`config.mk`:
```
export PLATFORM = sky130hd
export DESIGN_NAME = mrat_ctrl_flat
export DESIGN_NICKNAME = d
export VERILOG_FILES = /design/src/hw/mrat_none.sv /design/src/hw/mrat_pkg.sv /design/src/hw/mrat_if.sv /design/src/hw/mrat_ctrl.sv /design/src/flat_wrapper.sv
export SDC_FILE = /design/constraint.sdc
export NUM_CORES = 1
export LEC_CHECK = 0
export BUFFER_PORTS_ARGS = -buffer_cell sky130_fd_sc_hd__buf_4
export CAP_MARGIN = 40
export CORE_MARGIN = 5
export CORE_UTILIZATION = 35
export CTS_CLUSTER_DIAMETER = 100
export DETAILED_ROUTE_END_ITERATION = 8
export GPL_ROUTABILITY_DRIVEN = 0
export MAX_ROUTING_LAYER = met4
export SYNTH_ARGS = -nofsm -noshare
export SYNTH_HDL_FRONTEND = slang
export SYNTH_SLANG_ARGS = --single-unit
```
`constraint.sdc`:
```
create_clock -name clock -period 3.15 [get_ports clock]
set_input_delay 0.63 -clock clock [delete_from_list [all_inputs] [get_ports clock]]
set_output_delay 0.63 -clock clock [all_outputs]
set_load 0.1 [all_outputs]
```
`src/hw/mrat_none.sv`:
```
// Holds no logic

```
`src/hw/mrat_pkg.sv`:
```
// Shared types, constants and spacing figures for mode-register access timing
package mrat_pkg;
    typedef enum logic [3:0] {
        CMD_DES, CMD_MRR, CMD_MRW, CMD_RD, CMD_RDA, CMD_WR, CMD_WRA, CMD_MWR,
        CMD_MWRA, CMD_RDFIFO, CMD_RDCAL, CMD_WRFIFO, CMD_ACT, CMD_PRE, CMD_PDX
    } mrat_cmd_t;
    typedef enum logic [1:0] {ST_IDLE, ST_ACTIVE, ST_MRR, ST_MRW} mrat_state_t;

    localparam int MA_W   = 6;
    localparam int DATA_W = 8;
    localparam int BANKS  = 8;
    localparam int BA_W   = 3;
    localparam int NUM_MR = 64;
    localparam int CNT_W  = 8;
    localparam int VREF_W = 7;
    localparam int NCL    = 4;
    localparam int CL_MRR = 0;
    localparam int CL_MRW = 1;
    localparam int CL_RD  = 2;
    localparam int CL_WR  = 3;

    // Figures in cycles unless named ps or ns
    localparam int CLK_PS       = 20000;
    localparam int RL           = 14;
    localparam int WL           = 8;
    localparam int BL           = 16;
    localparam int HALF_BL      = BL / 2;
    localparam int WPRE         = 2;
    localparam int TERMINATION_ON_LATENCY       = 4;
    localparam int DQSCK_MAX_PS = 3600;
    localparam int RPST_PS      = 10000;
    localparam int ODTON_MIN_PS = 1500;
    localparam int WTR_PS       = 10000;
    localparam int GAP_PS       = 7500;
    localparam int GAP_MIN_NCK  = 8;
    localparam int READ_TO_PRECHARGE_CYCLES         = 8;
    localparam int WRITE_RECOVERY_CYCLES          = 6;
    localparam int TMRR         = 8;
    localparam int REGWRITE_TO_CMD_DELAY         = 10;
    localparam int TMRW         = 10;
    localparam int TXP          = 5;
    localparam int PD_EXIT_READBACK_WAIT        = 4;
    localparam int BOOST_ON_NS  = 200;
    localparam int BOOST_OFF_NS = 100;

    function automatic int ru(input int ps);
        return (ps + CLK_PS - 1) / CLK_PS;
    endfunction
    function automatic int rd(input int ps);
        return ps / CLK_PS;
    endfunction
    function automatic int maxi(input int a, input int b);
        return (a > b) ? a : b;
    endfunction
    // Spacing n becomes a countdown load of n-1
    function automatic logic [CNT_W-1:0] gap(input int n);
        return (n > 1) ? CNT_W'(n - 1) : '0;
    endfunction

    localparam int DQSCK = ru(DQSCK_MAX_PS);
    localparam int GAP8  = maxi(ru(GAP_PS), GAP_MIN_NCK);
    localparam int SP_MRR_WR     = RL + DQSCK + HALF_BL - WL + WPRE + rd(RPST_PS);
    localparam int SP_MRR_WR_ODT = RL + DQSCK + HALF_BL - TERMINATION_ON_LATENCY - rd(ODTON_MIN_PS)
                                   + rd(RPST_PS) + 1;
    localparam int SP_MRR_MRW    = RL + DQSCK + HALF_BL + 3;
    localparam int SP_WR_MRR     = WL + 1 + HALF_BL + ru(WTR_PS);
    localparam int SP_RD_MRW     = RL + HALF_BL + DQSCK + rd(RPST_PS) + GAP8;
    localparam int SP_WR_MRW     = WL + 1 + HALF_BL + GAP8;

    localparam logic [CNT_W-1:0] G_MRR_WR     = gap(SP_MRR_WR);
    localparam logic [CNT_W-1:0] G_MRR_WR_ODT = gap(SP_MRR_WR_ODT);
    localparam logic [CNT_W-1:0] G_MRR_MRW    = gap(SP_MRR_MRW);
    localparam logic [CNT_W-1:0] G_MRR        = gap(TMRR);
    localparam logic [CNT_W-1:0] G_RD_MRR     = gap(HALF_BL);
    localparam logic [CNT_W-1:0] G_WR_MRR     = gap(SP_WR_MRR);
    localparam logic [CNT_W-1:0] G_PDX_MRR    = gap(TXP + PD_EXIT_READBACK_WAIT);
    localparam logic [CNT_W-1:0] G_MRD        = gap(REGWRITE_TO_CMD_DELAY);
    localparam logic [CNT_W-1:0] G_MRW        = gap(TMRW);
    localparam logic [CNT_W-1:0] G_RD_MRW     = gap(SP_RD_MRW);
    localparam logic [CNT_W-1:0] G_RDA_MRW    = gap(SP_RD_MRW + READ_TO_PRECHARGE_CYCLES - 8);
    localparam logic [CNT_W-1:0] G_WR_MRW     = gap(SP_WR_MRW);
    localparam logic [CNT_W-1:0] G_WRA_MRW    = gap(SP_WR_MRW + WRITE_RECOVERY_CYCLES);
    // Controller waits the full figure, rounded up
    localparam logic [CNT_W-1:0] G_BOOST_ON   = gap(ru(BOOST_ON_NS * 1000));
    localparam logic [CNT_W-1:0] G_BOOST_OFF  = gap(ru(BOOST_OFF_NS * 1000));
    // Device settles inside the figure, rounded down
    localparam logic [CNT_W-1:0] D_BOOST_ON   = gap(maxi(rd(BOOST_ON_NS * 1000), 1));
    localparam logic [CNT_W-1:0] D_BOOST_OFF  = gap(maxi(rd(BOOST_OFF_NS * 1000), 1));

    localparam logic [MA_W-1:0]    MR_VREF_CA  = 6'h0C;
    localparam logic [MA_W-1:0]    MR_BOOST    = 6'h0D;
    localparam logic [MA_W-1:0]    MR_VREF_DQ  = 6'h0E;
    localparam int                 BOOST_BIT   = 3;
    localparam logic [NUM_MR-1:0]  RO_MASK     = 64'h0000_0000_0000_01F1;
    localparam logic [BANKS-1:0]   BANK_ONE    = 8'h01;
    localparam logic [CNT_W-1:0]   CNT_ONE     = 8'h01;
    localparam logic [CNT_W-1:0]   LAST_BEAT   = 8'h07;
    localparam logic [CNT_W-1:0]   VALUE_BEATS = 8'h02;
endpackage

```
`src/hw/mrat_if.sv`:
```
// Command and data link between controller and DRAM channel
`timescale 1ns/1ps
`default_nettype none
interface mrat_if;
    import mrat_pkg::*;
    mrat_cmd_t           cmd;
    logic [MA_W-1:0]     ma;
    logic [DATA_W-1:0]   op;
    logic [DATA_W-1:0]   dq;
    logic                dq_oe;
    modport ctrl (output cmd, output ma, output op, input dq, input dq_oe);
    modport dev  (input cmd, input ma, input op, output dq, output dq_oe);
endinterface
`default_nettype wire

```
`src/hw/mrat_ctrl.sv`:
```
// Controller end: paces register reads and writes against command spacing
// Operation
// RQ1: Register write allowed idle or active
// RQ2: Register access returns to prior bank state
// RQ3: Register read to write spacing, no termination
// RQ4: Register read to write spacing, termination on
// RQ5: Register read to register write spacing
// RQ6: Write to register read spacing
// RQ7: Power-down exit to register read wait
// RQ8: Read to register write spacing
// RQ9: Auto-precharge read adds precharge cycles minus eight
// RQ10: Write to register write spacing
// RQ11: Auto-precharge write adds write recovery
// RQ12: Boost bit one enables high current
// RQ13: High current active within 200 ns
// RQ14: Only deselect during boost settle time
// RQ15: Boost bit zero restores normal current
// RQ16: High current off within 100 ns
// RQ17: Vref changes accepted without boost
// RQ18: Readback burst sixteen, value in first four
// RQ19: Register writes spaced by write period
// RQ20: Writes to read-only registers ignored
// RQ21: Register write to command delay
// RQ22: Register read period before next read
`timescale 1ns/1ps
`default_nettype none
module mrat_ctrl (
    input  wire logic                   clock,
    input  wire logic                   rstn,
    mrat_if.ctrl                        bus,
    input  wire logic                   req_valid,
    input  wire mrat_pkg::mrat_cmd_t    req_cmd,
    input  wire logic [mrat_pkg::MA_W-1:0]   req_ma,
    input  wire logic [mrat_pkg::DATA_W-1:0] req_op,
    input  wire logic                   odt_enable,
    output logic                        req_ready,
    output logic [mrat_pkg::DATA_W-1:0] rd_data,
    output logic                        rd_data_valid
);
    import mrat_pkg::*;

    typedef enum logic {C_IDLE, C_WAIT} mrat_cst_t;

    mrat_cst_t         st_r;
    mrat_cst_t         st_nxt;
    mrat_cmd_t         pend_r;
    logic [MA_W-1:0]   pma_r;
    logic [DATA_W-1:0] pop_r;
    logic              podt_r;
    mrat_cmd_t         cmd_r;
    logic [MA_W-1:0]   ma_r;
    logic [DATA_W-1:0] op_r;
    logic              ready_r;
    logic [CNT_W-1:0]  cnt_r [NCL];
    logic [CNT_W-1:0]  sp [NCL];
    logic [CNT_W-1:0]  all_r;
    logic              oe_d_r;
    logic [DATA_W-1:0] rdd_r;
    logic              rdv_r;

    // Decode of the held request
    wire logic p_mrr = pend_r == CMD_MRR;
    wire logic p_mrw = pend_r == CMD_MRW;
    wire logic p_pdx = pend_r == CMD_PDX;
    wire logic p_rda = pend_r == CMD_RDA;
    wire logic p_rd = (pend_r == CMD_RD) || (pend_r == CMD_RDFIFO) || (pend_r == CMD_RDCAL);
    wire logic p_wra = (pend_r == CMD_WRA) || (pend_r == CMD_MWRA);
    wire logic p_wr = (pend_r == CMD_WR) || (pend_r == CMD_MWR) || (pend_r == CMD_WRFIFO);
    wire logic p_rdcol = (pend_r == CMD_RD) || p_rda;
    wire logic p_wrcol = (pend_r == CMD_WR) || (pend_r == CMD_MWR) || p_wra;

    // Spacing each target class must keep after the held command
    assign sp[CL_MRR] = p_mrr ? G_MRR : // RQ22
                        p_mrw ? G_MRD : // RQ21
                        (p_rd || p_rda) ? G_RD_MRR :
                        (p_wr || p_wra) ? G_WR_MRR : // RQ6
                        p_pdx ? G_PDX_MRR : '0; // RQ7
    assign sp[CL_MRW] = p_mrr ? G_MRR_MRW : // RQ5
                        p_mrw ? G_MRW : // RQ19
                        p_rda ? G_RDA_MRW : // RQ9
                        p_rd ? G_RD_MRW : // RQ8
                        p_wra ? G_WRA_MRW : // RQ11
                        p_wr ? G_WR_MRW : '0; // RQ10
    assign sp[CL_RD] = p_mrr ? G_MRR : // RQ22
                       p_mrw ? G_MRD : '0; // RQ21
    assign sp[CL_WR] = p_mrr ? (podt_r ? G_MRR_WR_ODT : G_MRR_WR) : // RQ3 RQ4
                       p_mrw ? G_MRD : '0; // RQ21

    // Banks may be open or idle
    wire logic cls_busy = p_mrr ? (cnt_r[CL_MRR] != '0) :
                          p_mrw ? (cnt_r[CL_MRW] != '0) : // RQ1
                          p_rdcol ? (cnt_r[CL_RD] != '0) :
                          p_wrcol ? (cnt_r[CL_WR] != '0) : 1'b0;
    // Boost settle blocks everything, so only deselect goes out
    wire logic issue = (st_r == C_WAIT) && !cls_busy && (all_r == '0); // RQ14
    wire logic hit_boost = issue && p_mrw && (pma_r == MR_BOOST);
    wire logic [CNT_W-1:0] all_ld = pop_r[BOOST_BIT] ? G_BOOST_ON : G_BOOST_OFF; // RQ14
    wire logic [CNT_W-1:0] all_dec = (all_r != '0) ? (all_r - CNT_ONE) : '0;
    wire logic rd_first = bus.dq_oe && !oe_d_r; // RQ18

    // Counters only ever lengthen: a new load never cuts a longer wait
    for (genvar c = 0; c < NCL; c++) begin : g_cnt
        wire logic [CNT_W-1:0] dec = (cnt_r[c] != '0) ? (cnt_r[c] - CNT_ONE) : '0;
        wire logic [CNT_W-1:0] nxt = (issue && sp[c] > dec) ? sp[c] : dec;
        always_ff @(posedge clock or negedge rstn) begin
            if (!rstn) begin
                cnt_r[c] <= '0;
            end else begin
                cnt_r[c] <= nxt;
            end
        end
    end

    always_comb begin
        st_nxt = st_r;
        case (st_r)
            C_IDLE: begin
                if (req_valid && ready_r) begin
                    st_nxt = C_WAIT;
                end
            end
            C_WAIT: begin
                if (issue) begin
                    st_nxt = C_IDLE;
                end
            end
            default: begin
                st_nxt = C_IDLE;
            end
        endcase
    end

    always_ff @(posedge clock or negedge rstn) begin
        if (!rstn) begin
            st_r <= C_IDLE;
            ready_r <= 1'b0;
            all_r <= '0;
        end else begin
            st_r <= st_nxt;
            ready_r <= st_nxt == C_IDLE;
            all_r <= hit_boost ? all_ld : all_dec; // RQ14
        end
    end

    always_ff @(posedge clock or negedge rstn) begin
        if (!rstn) begin
            pend_r <= CMD_DES;
            pma_r <= '0;
            pop_r <= '0;
            podt_r <= 1'b0;
        end else if (st_r == C_IDLE && req_valid && ready_r) begin
            pend_r <= req_cmd;
            pma_r <= req_ma;
            pop_r <= req_op;
            podt_r <= odt_enable;
        end
    end

    // Deselect fills every cycle that carries no command
    always_ff @(posedge clock or negedge rstn) begin
        if (!rstn) begin
            cmd_r <= CMD_DES;
            ma_r <= '0;
            op_r <= '0;
        end else if (issue) begin
            cmd_r <= pend_r;
            ma_r <= pma_r;
            op_r <= pop_r;
        end else begin
            cmd_r <= CMD_DES;
        end
    end

    // Readback value is taken on the first beat only
    always_ff @(posedge clock or negedge rstn) begin
        if (!rstn) begin
            oe_d_r <= 1'b0;
            rdd_r <= '0;
            rdv_r <= 1'b0;
        end else begin
            oe_d_r <= bus.dq_oe;
            rdd_r <= rd_first ? bus.dq : rdd_r;
            rdv_r <= rd_first;
        end
    end

    assign bus.cmd = cmd_r;
    assign bus.ma = ma_r;
    assign bus.op = op_r;
    assign req_ready = ready_r;
    assign rd_data = rdd_r;
    assign rd_data_valid = rdv_r;
endmodule
`default_nettype wire

```
`src/flat_wrapper.sv`:
```
// flat-port wrapper written by rule: the top's interface ports become plain ports
module mrat_ctrl_flat import mrat_pkg::*;
  (clock, rstn, req_valid, req_cmd, req_ma, req_op, odt_enable, req_ready, rd_data, rd_data_valid, bus_cmd, bus_ma, bus_op, bus_dq, bus_dq_oe);
  mrat_if bus_i ();
  input  wire logic clock;
  input  wire logic rstn;
  input  wire logic req_valid;
  input  wire mrat_pkg::mrat_cmd_t req_cmd;
  input  wire logic [mrat_pkg::MA_W-1:0] req_ma;
  input  wire logic [mrat_pkg::DATA_W-1:0] req_op;
  input  wire logic odt_enable;
  output logic req_ready;
  output logic [mrat_pkg::DATA_W-1:0] rd_data;
  output logic rd_data_valid;
  output wire logic [$bits(bus_i.cmd)-1:0] bus_cmd;
  output wire logic [$bits(bus_i.ma)-1:0] bus_ma;
  output wire logic [$bits(bus_i.op)-1:0] bus_op;
  input wire logic [$bits(bus_i.dq)-1:0] bus_dq;
  input wire logic [$bits(bus_i.dq_oe)-1:0] bus_dq_oe;
  assign bus_cmd = bus_i.cmd;
  assign bus_ma = bus_i.ma;
  assign bus_op = bus_i.op;
  assign bus_i.dq = bus_dq;
  assign bus_i.dq_oe = bus_dq_oe;
  mrat_ctrl u_core (.clock(clock), .rstn(rstn), .bus(bus_i), .req_valid(req_valid), .req_cmd(req_cmd), .req_ma(req_ma), .req_op(req_op), .odt_enable(odt_enable), .req_ready(req_ready), .rd_data(rd_data), .rd_data_valid(rd_data_valid));
endmodule
```
# After elaboration in Yosys (flattened, before gate mapping)
# Index checks and enable logic that the tools add are counted.
# classes
add_sub_neg	5
muxes	34
n_bitwise	2
n_reduce_logical	29
order_cmp	4
eq_ne	13
# op_table
operator	n
8-bit two-way mux	21
8-bit nonzero test	5
8-bit by 1-bit subtractor with 8-bit output, second input constant	5
8-bit > comparator	4
4-bit == test, second input constant	5
4-bit by 3-bit == test with 1-bit output, second input constant	4
4-bit two-way mux	4
1-bit logical AND	12
1-bit logical OR	9
4-bit by 2-bit == test with 1-bit output, second input constant	2
8-bit zero test	1
6-bit by 4-bit == test with 1-bit output, second input constant	1
1-bit two-way mux	6
5-bit two-way mux	1
4-bit by 1-bit == test with 1-bit output, second input constant	1
1-bit zero test	2
2-bit two-way mux	1
1-bit inverter	2
1-bit one-hot mux with 2 select lines	1
# word_totals
register_bits	89
elab_cells	104
inputBits	31
output_inout_bits	28

# Depth between registers and ports, before layout
# logic_depth
word_depth	13
mapped_depth	16
depth_no_buf	13

# Least setup slack after synthesis
# No wires, ideal clock.
# synth_path
path_kind	register to register
start	reg u_core.cnt_r[8] (netlist name)
end	reg u_core.cnt_r[8] (netlist name)
slack_ns	0.226
synth_period_minus_slack_ns	2.924
required_ns	3.009
path_buffers	3
setup_time_ns	0.141
stages_incl_launch_ff	16
t_arrival_ns	2.783
cell_sequence	dfrtp_1 > inv_1 > ha_1 > or3b_1 > buf_2 > and3b_1 > buf_2 > or2_2 > ha_1 > nor2b_1 > o21ai_0 > nand2b_1 > a21oi_1 > or4_1 > clkbuf_1 > mux2i_1
# synth_between
elab_chain_cells	9
elab_cells_between_ends	12
classes_between	1 x add/sub; 1 x order compare; 5 x mux; 5 x reduce/logical
# synth_rtl
item	line	text
start, declared	mrat_ctrl.sv:54	logic [CNT_W-1:0] cnt_r [NCL];
start signal, assigned by index	mrat_ctrl.sv:109	cnt_r[c] <= nxt;
parallel branches: the longest is 8 deep, another holds 8-bit by 1-bit subtractor with 8-bit output	--	
8-bit two-way mux (*)	mrat_ctrl.sv:104	wire logic [CNT_W-1:0] nxt = (issue && sp[c] > dec) ? sp[c] : dec;
net u_core.g_cnt[2].nxt[0]	mrat_ctrl.sv:104	
# Mark *: on every way through the listed nets, which the timed path passes.
# A chain may end at the register's enable or synchronous reset.

# Worst setup path after layout
# layout_path
start	reg u_core.cnt_r[24] (netlist name)
end	reg u_core.cnt_r[26] (netlist name)
# layout_between
elab_chain_cells	7
elab_cells_between_ends	10
classes_between	1 x add/sub; 1 x order compare; 3 x mux; 5 x reduce/logical
# layout_rtl
item	line
parallel branches: the longest is 6 deep, another holds 8-bit by 1-bit subtractor with 8-bit output	--
8-bit two-way mux (*)	mrat_ctrl.sv:104
net u_core.g_cnt[0].nxt[2]	mrat_ctrl.sv:104
# Marked as above.

==> metrics <==
DRT iter0 DRCs=166; WP buf/inv=2; number of buffers inserted by port buffering=58; largest net degree at the start of global routing=50; vias in the first global route=3,645; root buffer cell=clkbuf_16; Critical Path Start=u_core.cnt_r[24]; first-pass GRT wire length=17,200 µm; Post-CTS Hold Buffers=0; final instance area=5690 µm²; synthesized netlist cell count=433; Tmin final=3.00 ns; most area-hungry cell type in the Yosys netlist=dfrtp_1; # IOs=59; commonest non-fill, non-tap cells in the layout=89 x dfrtp_1, 67 x buf_4, 48 x mux2_2, 31 x inv_1, 28 x nand2_1; R2R Path End=u_core.cnt_r[26]; cells along the critical path=inv_1 -> ha_1 -> nor4b_2 -> and3b_2 -> nor2_1 -> inv_1 -> ha_1 -> nand3b_1 -> a21oi_1 -> a211oi_1 -> or4b_4 -> mux2_4; status=completed; Period Utilization, post-route=0.951; setup_tns=0 ns; Pre-Repair DR Iteration Count=4; initial core utilization=0.356; final antenna-violating net count=0; diode count=0; clk sinks=89; Min-Delay Path Class=input pin to async pin; Achievable Freq=334 MHz; WP data arrival=3.23 ns; Lkg Pwr=2.71 nW; Synth area leaders=dfrtp_1 47%, mux2_2 11%, ha_1 6.9%; Num CTS Buffers=9; net switching power=3.07 mW; Cell variety after synth=57; Synth top area share=0.472; row cnt=42; Worst-path clk slew=0.06 ns; slowest CP cell=or4b_4; Avg Inst Size Synth=10.9 µm²; crit path max fanout=6; final hold violations=0; Worst VDD drop=0.717 mV; max cap viols=0; switch share=0.456; share of power burned in registers=0.313; PwrDens=1180 nW/µm²; CP delay by family, top=simple AND/OR/NAND/NOR gates; internal power=3.66 mW; FF-to-FF path depth=12; layout cell share with drive strength beyond 1=0.310; Routed WL per cell=14.7 µm; Final Setup Violations=0; final slew viol count=0; drt total wl=9910 µm; Placed Cells=657; Syn Nets=490; Core ar.=13,200 µm²; Post-synth EDFFs=0; ys async rst share=1.00; #FFs+latches synth=89; nets=549; H-Tree Depth=3; Max-slew headroom=0.516; worst r2r src=u_core.cnt_r[24]; GR Overflow Total=0; top_reg_cell synth=dfrtp_1; CP Class=flop to flop; flop2flop setup slack=0.15 ns; Worst Clk Skew=0.00649 ns; die area=15,900 µm²; initial antenna violation count=0; Max clock buf depth=2; combinational share of power=0.523; total number of vias=3,367; DR DRC count=0; Crit. End Element=flop; Non-Filler Instances=673; placed cell areas=5360 µm²; CP Data Required Time=3.38 ns; CP Launch Type=flop; Max stage delay on crit path=0.58 ns; worst slew pin tran=0.724 ns; Die Width=126 µm; Syn Std Cell Area=4720 µm²; commonest non-fill, non-tap cell in the layout=dfrtp_1; Clock Power Share=0.164; Area Overhead vs Synth=20.6%; register area share after synthesis=0.472; CTS tree=built; worst skew pair latency=0.35 ns; die height=126 µm; fillers=1,274; GRT Total Usage=0.136; hpwl dp=7270 µm; synth warn=0; Via density=5.00
worst max-delay path by stage:
| stage | to | cells past startpoint |
|---|---|---|
| floorplan | u_core.cnt_r[8] | 15 |
| global placement | u_core.cnt_r[26] | 13 |
| detailed placement | u_core.cnt_r[26] | 13 |
| CTS | u_core.cnt_r[8] | 13 |
| global route | u_core.cnt_r[24] | 13 |
| finish | u_core.cnt_r[26] | 12 |
state kept, by name, indices dropped and copies added (netlist names), 4 cells and up:
signal,flops
u_core.bus.ma,6
u_core.all_r,8
u_core.bus.op,8
u_core.cnt_r,32
u_core.pop_r,8
u_core.pend_r,4
u_core.bus.cmd,4
u_core.pma_r,6
u_core.rd_data,8
per-stage QoR:
step | hold slack (ns) | utilization | total power, mW | setup slack [ns]
2_1_floorplan | 0.334 | - | 4.81 | 0.226
3_3_place_gp | 0.480 | 0.405 | 5.51 | 0.0827
3_5_place_dp | 0.490 | 0.405 | 5.62 | 0.00268
4_1_cts | 0.329 | 0.428 | 6.76 | 0.0348
5_1_grt | 0.361 | 0.430 | 7.29 | -0.0270
6_report | 0.296 | 0.430 | 6.73 | 0.154
layout make-up:
cell class,count,area [µm²],share of cell area
clock buffers,10,229,0.0403
flip-flops and latches,89,2230,0.392
inverters,31,116,0.0205
clock inverters,6,72.6,0.0128
multi-input cells,294,2320,0.408
repair buffers,67,503,0.0884
well taps,176,220,0.0387
routing by layer:
| metal | share of wire | up-vias | global-route usage |
|---|---|---|---|
| met5 | 0 | - | - |
| met4 | 0.0098 | 0 | 0.0328 |
| met3 | 0.066 | 12 | 0.0572 |
| met2 | 0.47 | 74 | 0.210 |
| met1 | 0.45 | 1650 | 0.165 |
| li1 | - | 1631 | - |
Yosys cell counts, drive strengths merged (8+ instances only):
library cell	n
a21oi	20
mux2i	15
nand2	28
nor2	26
mux2	51
ha	26
inv	31
o21ai	14
buf	9
nor3	12
clkbuf	10
dfrtp	89
nor2b	8
nand3	9
logic make-up (layout without fill, tap and decap cells):
family,Yosys count,in the layout,synth area share
buf+inv,50,114,0.0416
fa+ha+maj,26,26,0.0689
flops,89,89,0.472
compound gates,58,58,0.0806
mux,66,66,0.156
simple gates,133,133,0.160
xor+xnor,11,11,0.0204
power groups by stage:
| stage | clock [mW] | sequential [mW] | combinational (mW) |
|---|---|---|---|
| 3_5_place_dp | 0 | 2.12 | 3.50 |
| 2_1_floorplan | 0 | 2.72 | 2.08 |
| 6_report | 1.10 | 2.11 | 3.52 |
| 5_1_grt | 1.19 | 2.19 | 3.91 |
| 4_1_cts | 1.13 | 2.10 | 3.52 |
| 3_3_place_gp | 0 | 2.08 | 3.43 |
what timing repair did:
action / in CTS / in global routing
setup buffers: 0 / 0
endpoints found under the setup margin: 3 / 11
cloned: 0 / 0
gates resized for setup: 1 / 7
Note: power is estimated with default switching activity, not from simulation.
